[src/logic/dpo_pkg.sv]
// package for the debug pin override control block
// assumes a byte-addressed plain register port with 32-bit data
package dpo_pkg;
    localparam logic [31:0] DPO_ADDR_CONFIG     = 32'h4000BC00;
    localparam logic [31:0] DPO_ADDR_STATUS     = 32'h4000BC04;
    localparam logic [31:0] DPO_CONFIG_RESET    = 32'h00000010;
    localparam logic [31:0] DPO_STATUS_RESET    = 32'h00000000;
    localparam int          DPO_BIT_DEBUG_DIS   = 5;
    localparam int          DPO_BIT_REGEN       = 4;
    localparam int          DPO_BIT_CFG_RSVD    = 3;
    localparam int          DPO_BIT_BOOT        = 3;
    localparam int          DPO_BIT_FORCED      = 1;
    localparam int          DPO_BIT_SW_EN       = 0;
    localparam logic [31:0] DPO_CONFIG_WMASK    = 32'h00000038;

    typedef enum logic [1:0] {
        DPO_DBG_IDLE,
        DPO_DBG_ACTIVE,
        DPO_DBG_LOCKED
    } dpo_dbg_state_t;
endpackage : dpo_pkg

[src/logic/dpo_boot_capture.sv]
// boot strap capture at reset release
// assumes strap is stable around reset release
`timescale 1ns/100ps
`default_nettype none
module dpo_boot_capture
    import dpo_pkg::*;
(
    // clock and reset
    input  wire logic clk,
    input  wire logic sys_rst,
    // strap
    input  wire logic boot_strap_n,
    // result
    output logic      boot_strap_captured
);
    logic done_q;
    logic done_d;
    logic cap_q;
    logic cap_d;

    always_comb
    begin
        done_d = 1'b1;
        cap_d  = cap_q;
        if (!done_q)
        begin
            cap_d = ~boot_strap_n;
        end
    end

    always_ff @(posedge clk or posedge sys_rst)
    begin
        if (sys_rst)
        begin
            done_q <= 1'b0;
            cap_q  <= 1'b0;
        end
        else
        begin
            done_q <= done_d;
            cap_q  <= cap_d;
        end
    end

    assign boot_strap_captured = cap_q;
endmodule : dpo_boot_capture
`default_nettype wire

[src/logic/dpo_ctrl.sv]
// debug pin override control and status registers
// assumes synchronous inputs, one clock, plain register port
`timescale 1ns/100ps
`default_nettype none
module dpo_ctrl
    import dpo_pkg::*;
(
    // clock and reset
    input  wire logic        clk,
    input  wire logic        sys_rst,
    // register port
    input  wire logic [31:0] reg_addr,
    input  wire logic [31:0] reg_wdata,
    input  wire logic        reg_wr,
    input  wire logic        reg_rd,
    output logic      [31:0] reg_rdata,
    // debug side
    input  wire logic        debug_request,
    input  wire logic        debugger_forced_in,
    input  wire logic        serial_wire_en_in,
    input  wire logic        reserved_set,
    input  wire logic        reserved_clr,
    input  wire logic        boot_strap_n,
    // pin control
    output logic             debug_active,
    output logic             port_a_pin_7_regen_sel
);
    // config register state
    logic           dis_q;
    logic           dis_d;
    logic           regen_q;
    logic           regen_d;
    logic           rsvd_q;
    logic           rsvd_d;
    // sampled status inputs
    logic           forced_q;
    logic           forced_d;
    logic           swen_q;
    logic           swen_d;
    // read data and debug state
    logic [31:0]    rdata_q;
    logic [31:0]    rdata_d;
    dpo_dbg_state_t st_q;
    dpo_dbg_state_t st_d;
    // decodes and helpers
    logic           boot_cap;
    logic           wr_cfg;
    logic           rd_cfg;
    logic           rd_stat;
    logic           rsvd_hw_hit;
    logic           wants_debug;

    dpo_boot_capture u_boot (
        .clk                 (clk),
        .sys_rst             (sys_rst),
        .boot_strap_n        (boot_strap_n),
        .boot_strap_captured (boot_cap)
    );

    assign wr_cfg      = reg_wr && (reg_addr == DPO_ADDR_CONFIG);
    assign rd_cfg      = reg_rd && (reg_addr == DPO_ADDR_CONFIG);
    assign rd_stat     = reg_rd && (reg_addr == DPO_ADDR_STATUS);
    // either hardware pulse takes the reserved bit this cycle
    assign rsvd_hw_hit = reserved_set || reserved_clr;
    // a forced cable counts as a request as well
    assign wants_debug = debug_request || debugger_forced_in;

    always_comb
    begin
        dis_d   = dis_q;
        regen_d = regen_q;
        rsvd_d  = rsvd_q;
        if (wr_cfg)
        begin
            dis_d   = reg_wdata[DPO_BIT_DEBUG_DIS];
            regen_d = reg_wdata[DPO_BIT_REGEN];
            rsvd_d  = reg_wdata[DPO_BIT_CFG_RSVD];
        end
        // hardware update wins over a software write, set beats clear
        if (rsvd_hw_hit)
        begin
            rsvd_d = reserved_set;
        end
    end

    always_ff @(posedge clk or posedge sys_rst)
    begin
        if (sys_rst)
        begin
            dis_q   <= DPO_CONFIG_RESET[DPO_BIT_DEBUG_DIS];
            regen_q <= DPO_CONFIG_RESET[DPO_BIT_REGEN];
            rsvd_q  <= DPO_CONFIG_RESET[DPO_BIT_CFG_RSVD];
        end
        else
        begin
            dis_q   <= dis_d;
            regen_q <= regen_d;
            rsvd_q  <= rsvd_d;
        end
    end

    // live status inputs, one register of delay
    always_comb
    begin
        forced_d = debugger_forced_in;
        swen_d   = serial_wire_en_in;
    end

    always_ff @(posedge clk or posedge sys_rst)
    begin
        if (sys_rst)
        begin
            forced_q <= DPO_STATUS_RESET[DPO_BIT_FORCED];
            swen_q   <= DPO_STATUS_RESET[DPO_BIT_SW_EN];
        end
        else
        begin
            forced_q <= forced_d;
            swen_q   <= swen_d;
        end
    end

    // idle: free to go active; active: held by the request alone;
    // locked: disable bit set while idle or when active ends, waits for it to clear
    always_comb
    begin
        st_d = st_q;
        case (st_q)
            DPO_DBG_IDLE:
            begin
                if (dis_q)
                begin
                    st_d = DPO_DBG_LOCKED;
                end
                else if (wants_debug)
                begin
                    st_d = DPO_DBG_ACTIVE;
                end
            end
            DPO_DBG_ACTIVE:
            begin
                // already active: disable bit cannot drop it
                if (!wants_debug)
                begin
                    if (dis_q)
                    begin
                        st_d = DPO_DBG_LOCKED;
                    end
                    else
                    begin
                        st_d = DPO_DBG_IDLE;
                    end
                end
            end
            DPO_DBG_LOCKED:
            begin
                if (!dis_q)
                begin
                    st_d = DPO_DBG_IDLE;
                end
            end
            default:
            begin
                st_d = DPO_DBG_IDLE;
            end
        endcase
    end

    always_ff @(posedge clk or posedge sys_rst)
    begin
        if (sys_rst)
        begin
            st_q <= DPO_DBG_IDLE;
        end
        else
        begin
            st_q <= st_d;
        end
    end

    // read data for one cycle after the strobe, zero otherwise
    always_comb
    begin
        rdata_d = 32'h00000000;
        if (rd_cfg)
        begin
            rdata_d[DPO_BIT_DEBUG_DIS] = dis_q;
            rdata_d[DPO_BIT_REGEN]     = regen_q;
            rdata_d[DPO_BIT_CFG_RSVD]  = rsvd_q;
        end
        else if (rd_stat)
        begin
            rdata_d[DPO_BIT_BOOT]   = boot_cap;
            rdata_d[DPO_BIT_FORCED] = forced_q;
            rdata_d[DPO_BIT_SW_EN]  = swen_q;
        end
    end

    always_ff @(posedge clk or posedge sys_rst)
    begin
        if (sys_rst)
        begin
            rdata_q <= 32'h00000000;
        end
        else
        begin
            rdata_q <= rdata_d;
        end
    end

    assign reg_rdata              = rdata_q;
    assign debug_active           = (st_q == DPO_DBG_ACTIVE);
    assign port_a_pin_7_regen_sel = regen_q;
endmodule : dpo_ctrl
`default_nettype wire

[config.mk]
export PLATFORM = sky130hd
export DESIGN_NAME = dpo_ctrl
export DESIGN_NICKNAME = d
export VERILOG_FILES = /design/src/logic/dpo_pkg.sv /design/src/logic/dpo_boot_capture.sv /design/src/logic/dpo_ctrl.sv
export SDC_FILE = /design/constraint.sdc
export NUM_CORES = 1
export LEC_CHECK = 0
export ABC_AREA = 1
export BUFFER_PORTS_ARGS = -buffer_cell sky130_fd_sc_hd__buf_2
export CAP_MARGIN = 40
export CORE_MARGIN = 2
export CORE_UTILIZATION = 24
export DETAILED_ROUTE_END_ITERATION = 10
export PLACE_DENSITY = 0.66
export SETUP_SLACK_MARGIN = 0.3
export SLEW_MARGIN = 20
export SYNTH_ARGS = -nofsm -noshare
export SYNTH_HDL_FRONTEND = slang
export SYNTH_SLANG_ARGS = --single-unit
[constraint.sdc]
create_clock -name clk -period 1 [get_ports clk]
set_clock_uncertainty 0.05 [all_clocks]
set_input_delay 0.1 -clock clk [delete_from_list [all_inputs] [get_ports clk]]
set_output_delay 0.1 -clock clk [all_outputs]
set_load 0.05 [all_outputs]
==> impl_summary.txt, run 1 <==
----------------------------------------------------
[Power]
  Ratio of total power to cell area ... 1010 nW/um2
  Combinational share of power ... 30.7%
  Switching power share of the total ... 33.4%
  Maximum vdd drop ... between 0.4 and 0.5 mV
  Cell-internal power ... 1.09 mW
  Leakage power summed over all cells ... 0.820 nW
  Clock share of power ... 33.4%
  Switching power total ... 0.548 mW
  Part of the total power dissipated in sequential elements ... a little over a third

[Floorplan]
  Height of the chip ... around 66 um
  I/O pins ... 108
  Placement row count ... 22
  Die area ... approximately 4400 um2
  Core Box Area ... approximately 3700 um2
  Starting density of the core ... 25.0%
  Die W ... 66.0 um

[STA]
  Final hold violation count ... 12
  Setup repair after global routing missed its margin ... yes
  Worst Setup Slack, final ... -0.0833 ns
  WHS ... -0.274 ns
  Max Clk Rate ... just over 0.9 GHz
  Setup violations, final ... 2
  Final clock period utilization by the worst path ... 108%
  Max Slew Vio Count ... 0
  Final period demand of the worst path ... ~1.1 ns

[Synthesis]
  Synthesis-stage register bit count ... 14
  Netlist cell types ... 17
  Number of warnings printed during yosys synthesis ... 0
  Gate Count Post-Synth ... 128
  Share of the yosys chip area belonging to registers ... between 30% and 40%
  Fraction of synthesized cell area taken by the top area cell type ... 35.2%
  Most instantiated flip-flop cell in the synthesis netlist ... dfrtp_1
  Async set or reset register ratio after synthesis ... 100%
  Area leader, netlist ... dfrtp_1
  Synth Cell Area ... between 900 and 1000 um2
  EDFF count, synth ... 0
  Average size of a mapped cell ... between 7 and 8 um2
  Leading post-synthesis cells by instance count ... 27 x buf_4, 27 x nor2_1, 22 x nand2_1
  Dominant cells by area after synthesis ... dfrtp_1 35%, buf_4 22%, nor2_1 11%, nand2_1 8.9%, inv_1 6.9%

[Flow run]
  Max-cap violations ... 0

[Layout]
  Number of diodes added for antenna fixing ... 0
  Layout cells sized above 1 ... 59.3%
  P&R area growth vs syn ... 74.8%
  Final core utilization ... 43.8%
  Non-Filler Cell Area, Final ... 1610 um2
  Number of nets in the layout ... 264

[Placed design]
  Quantity of I/O buffers inserted on ports ... 51
  Final Wtd Congestion ... 0.641
  Post-Place Cell Area ... 1190 um2
  Worst slack at placement ... -0.100 ns
  DPL Wire Length ... around 1.7 mm

[Drt]
  Via Count ... 917
  Avg WL per Cell ... 9.77 um
  Average via count per standard cell ... 3.87
  DR pass1 iterations ... 2
  Final routed DRC violation total ... 0
  Violation count after the first detailed-route iteration ... between 50 and 60
  Wire length after detailed routing ... 2.32 mm
  ANT nets after route ... 0

[Clocking]
  Clk pin slew, worst setup/hold paths ... 0.06 ns
  Worst-Skew Late Latency ... between 0.2 and 0.25 ns
  Longest Clk Path Bufs ... 2
  Number of buffers inserted during clock tree synthesis ... 3
  Clock Tree Root ... clkbuf_8
  Hold_buf cts ... 2
  Clock tree from TritonCTS ... built
  Maximum level of the CTS H-tree ... 1
  Num Clock Sinks ... 14

[Critical path]
  Critical R2R Launch ... dis_q
  Kind of launch point of the worst setup path ... flop
  Kind of critical path ... flop to primary output
  Worst Path Arrival ... about 0.93 ns
  Peak fanout along the critical path ... 2
  Delay of the slowest critical-path stage ... ~0.55 ns
  Ordered cell list for the critical path ... buf_8
  Cell at the slowest stage of the critical path ... dfstp_2
  Number of buffers and inverters on the critical path ... 1
  Gate family responsible for the most delay along the worst path ... flip-flops
  Required time at the worst-slack endpoint ... 0.85 ns
  Endpoint of the worst register-to-register path ... st_q[1]
  Reg2reg setup slack ... approximately 0.090 ns
  R2R depth ... 4
  Nature of the critical path endpoint ... primary output

[Global route]
  Largest net degree at the start of global routing ... 9
  Via count of the first global-routing pass ... 819
  Leftover overflow at the end of global routing ... 0
  Total track usage ... about a tenth
  Global-route wire length before repair ... 3.31 mm
  Number of antenna violations at the first check in global routing ... 0

[Outcome]
  Status ... complete, but fails checks
  Violated checks ... hold timing, setup timing

[Min path]
  Path category of the worst min-delay check ... input pin to async pin

----------------------------------------------------
[cells in the final DEF, fill, tap and decap left out, types with 3 or more instances in the layout]
| cell | n |
|---|---|
| buf_2 | 28 |
| buf_4 | 3 |
| buf_6 | 18 |
| buf_8 | 7 |
| clkbuf_8 | 4 |
| conb_1 | 28 |
| dfrtp_1 | 9 |
| dfrtp_2 | 4 |
| inv_1 | 11 |
| inv_2 | 6 |
| nand2_1 | 10 |
| nand2_2 | 13 |
| nand3_2 | 3 |
| nor2_1 | 12 |
| nor2_2 | 5 |
| nor2_4 | 13 |
[layout make-up]
type / count / area (um2)
flip-flops and latches: 14 / 357
multi-input cells: 95 / 579
fillers: 391 / 2070
repair buffers: 58 / 490
inverters: 18 / 72.6
clock buffers: 4 / 55.1
well taps: 48 / 60.1
[power groups by stage]
stage / Combinational, mW / Sequential [mW] / Clock, mW
6_report: 0.503 / 0.588 / 0.547
5_1_grt: 0.535 / 0.589 / 0.587
4_1_cts: 0.445 / 0.588 / 0.556
3_5_place_dp: 0.396 / 0.598 / 0
3_3_place_gp: 0.392 / 0.597 / 0
2_1_floorplan: 0.369 / 0.595 / 0
[how the worst max path moves through the flow]
stage	from	endpoint	slack [ns]	depth (start not counted)
final	port_a_pin_7_regen_sel	port_a_pin_7_regen_sel	-0.08	1
after global placement	reg_addr[17]	reg_rdata[3]	-0.07	8
after global routing	st_q[0]	debug_active	-0.11	3
after floorplan	port_a_pin_7_regen_sel	reg_rdata[4]	0.07	2
after detailed placement	reg_addr[17]	reg_rdata[3]	-0.10	8
after CTS	port_a_pin_7_regen_sel	port_a_pin_7_regen_sel	-0.09	1
[metrics by stage]
step | TNS (ns) | std cells | power (mW)
after detailed placement | -0.407 | 227 | 0.994
final | -0.145 | 237 | 1.64
after global placement | -0.306 | 227 | 0.989
after CTS | -0.151 | 237 | 1.59
after floorplan | 0 | 154 | 0.964
after global routing | -0.211 | 237 | 1.71
[state kept, by name, summed over array words and instances (netlist names)]
name and count:
reg_rdata 5, st_q 2, dis_q 1, forced_q 1, port_a_pin_7_regen_sel 1, rsvd_q 1
swen_q 1, u_boot.boot_strap_captured 1, u_boot.done_q 1
[kinds of logic after synthesis]
group           count (synthesis)  share of synthesized area [%]
simple gates                   63                           29.0
flops                          14                           38.1
buf+inv                        45                           29.3
compound gates                  4                           2.85
other cells                     2                          0.813
[metal layers]
layer | share of wire, % | wire (um) | up-vias | track usage [%]
li1 | - | - | 449 | -
met1 | 30 | 705 | 419 | 9.83
met2 | 60 | 1390 | 47 | 19.8
met3 | 9.3 | 216 | 2 | 3.92
met4 | 0.30 | 7 | 0 | 0.765
met5 | 0 | 0 | - | 0
[what timing repair did]
action,CTS,global route
gates cloned,0,0
hold endpoints to repair,10,8
resized for setup,40,44
setup endpoints to repair,17,18
pin swaps,14,24
buffers inserted,4,0
Note: power is estimated with default switching activity, not from simulation.
==> run 2, diff against run 1 <==
--- a/config.mk
+++ b/config.mk
@@ -9,9 +9,9 @@
 export BUFFER_PORTS_ARGS = -buffer_cell sky130_fd_sc_hd__buf_2
 export CAP_MARGIN = 40
 export CORE_MARGIN = 2
-export CORE_UTILIZATION = 24
+export CORE_UTILIZATION = 23
 export DETAILED_ROUTE_END_ITERATION = 10
-export PLACE_DENSITY = 0.66
+export PLACE_DENSITY = 0.64
 export SETUP_SLACK_MARGIN = 0.3
 export SLEW_MARGIN = 20
 export SYNTH_ARGS = -nofsm -noshare
==> run 2 against run 1 <==
  * The run still ends with hold timing, setup timing left
  * Design area is 3.9% lower
  * Utilization decreased by 4.4 points
  * Register-to-register slack lost 0.07 ns
  * Final cell count rose by 1.7%
  * Critical path type unchanged
  * Largest cell class unchanged
==> impl_summary.txt, run 2 (same netlist as run 1, synthesis figures left out) <==
----------------------------------------------------
[Critical path]
  R2R depth ... 5 (+1)
  Number of buffers and inverters on the critical path ... 1 (unchanged)
  Cell at the slowest stage of the critical path ... dfstp_2
  Reg2reg setup slack ... 0.02 ns (-0.07 ns)
  Endpoint of the worst register-to-register path ... st_q[1]
  Nature of the critical path endpoint ... primary output
  Kind of critical path ... flop to primary output
  Kind of launch point of the worst setup path ... flop
  Ordered cell list for the critical path ... buf_8
  Peak fanout along the critical path ... 2 (unchanged)
  Gate family responsible for the most delay along the worst path ... flip-flops
  Worst Path Arrival ... 0.93 ns (about the same)
  Required time at the worst-slack endpoint ... 0.85 ns (about the same)
  Cell count along the critical path ... 1 (unchanged)
  Delay of the slowest critical-path stage ... 0.55 ns (about the same)
  Critical R2R Launch ... st_q[1]

[Global route]
  Met2 layer usage reported by global route ... 18.1% (-1.8 points)
  Number of antenna violations at the first check in global routing ... 0 (unchanged)
  Global-route wire length before repair ... 3.22 mm (-2.5%)
  Via count of the first global-routing pass ... 834 (+1.8%)
  Total track usage ... 9.33% (-0.57 points)
  Most crowded layer after global routing ... met2
  Leftover overflow at the end of global routing ... 0 (unchanged)
  Global-route track usage on met1 ... 9.27% (-0.57 points)
  Largest net degree at the start of global routing ... 9 (unchanged)
  GRT met3 Usage ... 2.50% (-1.4 points)

[Clocking]
  Worst-Skew Late Latency ... 0.24 ns (about the same)
  Clock Tree Root ... clkbuf_8
  Maximum level of the CTS H-tree ... 1 (unchanged)
  Longest Clk Path Bufs ... 2 (unchanged)
  Num Clock Sinks ... 14 (unchanged)
  Clk pin slew, worst setup/hold paths ... 0.05 ns (about the same)
  Hold_buf cts ... 2 (unchanged)
  Clock tree from TritonCTS ... built
  Number of buffers inserted during clock tree synthesis ... 3 (unchanged)

[Layout]
  Layout cells sized above 1 ... 53.4% (-5.9 points)
  Number of diodes added for antenna fixing ... 0 (unchanged)
  Number of nets in the layout ... 266 (+0.76%)
  Most frequent cells in the layout ... 29 x buf_2, 28 x conb_1, 19 x buf_6, 15 x nand2_1, 13 x inv_1
  P&R area growth vs syn ... 68.0%
  Final core utilization ... 39.4% (-4.4 points)
  Fill cell count ... 399 (+2.0%)
  Flip-flop count of the largest register, all copies and words added ... 5 (unchanged)
  Most common cell after layout, fill and taps aside ... buf_2

[Floorplan]
  Core Box Area ... 3940 um2 (+6.9%)
  Starting density of the core ... 23.4% (-1.6 points)
  I/O pins ... 108 (unchanged)
  Placement row count ... 23 (+4.5%)
  Die W ... 67.4 um (+2.0%)
  Die area ... 4540 um2 (+4.1%)
  Height of the chip ... 67.4 um (+2.0%)

[Drt]
  Via Count ... 897 (-2.2%)
  Final routed DRC violation total ... 0 (unchanged)
  ANT nets after route ... 0 (unchanged)
  Violation count after the first detailed-route iteration ... 21 (-60%)
  Wire length after detailed routing ... 2.09 mm (-9.8%)
  DR pass1 iterations ... 2 (unchanged)
  Average via count per standard cell ... 3.72 (-3.8%)
  Avg WL per Cell ... 8.67 um (-11%)

[Placed design]
  Final Wtd Congestion ... 0.647 (+0.95%)
  DPL Wire Length ... 1.62 mm (-2.5%)
  Quantity of I/O buffers inserted on ports ... 51 (unchanged)

[STA]
  Setup violations, final ... 2 (unchanged)
  Max Slew Vio Count ... 0 (unchanged)
  Summed negative setup slack over all endpoints ... -0.145 ns (-0.000502 ns)
  Final period demand of the worst path ... 1.08 ns (-0.00659 ns)
  Setup repair after global routing missed its margin ... yes
  Worst Setup Slack, final ... -0.0767 ns (+0.00659 ns)
  Max Clk Rate ... 0.929 GHz (+0.61%)
  WHS ... -0.262 ns (+0.0121 ns)
  Final clock period utilization by the worst path ... 108% (-0.66 points)
  Final hold violation count ... 8 (-4)

[Flow run]
  Max-cap violations ... 0 (unchanged)

[Outcome]
  Status ... complete, but fails checks
  Violated checks ... hold timing, setup timing

[Min path]
  Path category of the worst min-delay check ... input pin to async pin

[Power]
  Ratio of total power to cell area ... 985 nW/um2 (-2.9%)
  Pwr Total ... 1.53 mW (-6.7%)
  Maximum vdd drop ... 0.360 mV (-25%)
  Leakage power summed over all cells ... 0.810 nW (-1.2%)

----------------------------------------------------
[run 2: through the flow]
step	hold slack (ns)	cells	worst slack, ns	cell area (um2)
floorplan	-0.0618	154	0.0678	1070
global placement	-0.00683	230	-0.0643	1200
detailed placement	-0.00135	230	-0.0756	1200
CTS	-0.260	240	-0.0900	1470
global route	-0.247	241	-0.108	1550
finish	-0.262	241	-0.0767	1550
[run 2: final cells by class]
| cell class | count | area, um2 | area share, % |
|---|---|---|---|
| timing repair buffer | 60 | 499 | 32.2 |
| sequential | 14 | 357 | 23.0 |
| multi-input combinational | 95 | 520 | 33.5 |
| clock buffer | 4 | 45.0 | 2.90 |
| inverter | 18 | 67.6 | 4.35 |
| tap | 50 | 62.6 | 4.03 |
[run 2: worst max path at each step]
| stage | end | startpoint | slack (ns) |
|---|---|---|---|
| 3_5_place_dp | rsvd_q | reg_addr[1] | -0.08 |
| 4_1_cts | port_a_pin_7_regen_sel | port_a_pin_7_regen_sel | -0.09 |
| 5_1_grt | debug_active | st_q[1] | -0.11 |
| 6_report | port_a_pin_7_regen_sel | port_a_pin_7_regen_sel | -0.08 |
| 2_1_floorplan | reg_rdata[4] | port_a_pin_7_regen_sel | 0.07 |
| 3_3_place_gp | reg_rdata[3] | reg_addr[25] | -0.06 |
[run 2: timing repair]
item	CTS	global route
endpoints found under the hold margin	10	8
endpoints found under the setup margin	17	17
gates resized for setup	45	20
pin swaps	22	12
cloned	0	0
buffers inserted	4	1
[run 2: report_power, final]
part / leakage [nW] / total [mW] / internal [mW] / switching (mW)
Sequential: 0.170 / 0.588 / 0.582 / 0.00590
Clock: 0.0228 / 0.456 / 0.281 / 0.176
Combinational: 0.618 / 0.484 / 0.151 / 0.333
[run 2: metal layers]
layer	up-vias	wire [um]
li1	453	-
met1	398	701
met2	44	1160
met3	2	216
met4	0	13
met5	-	0
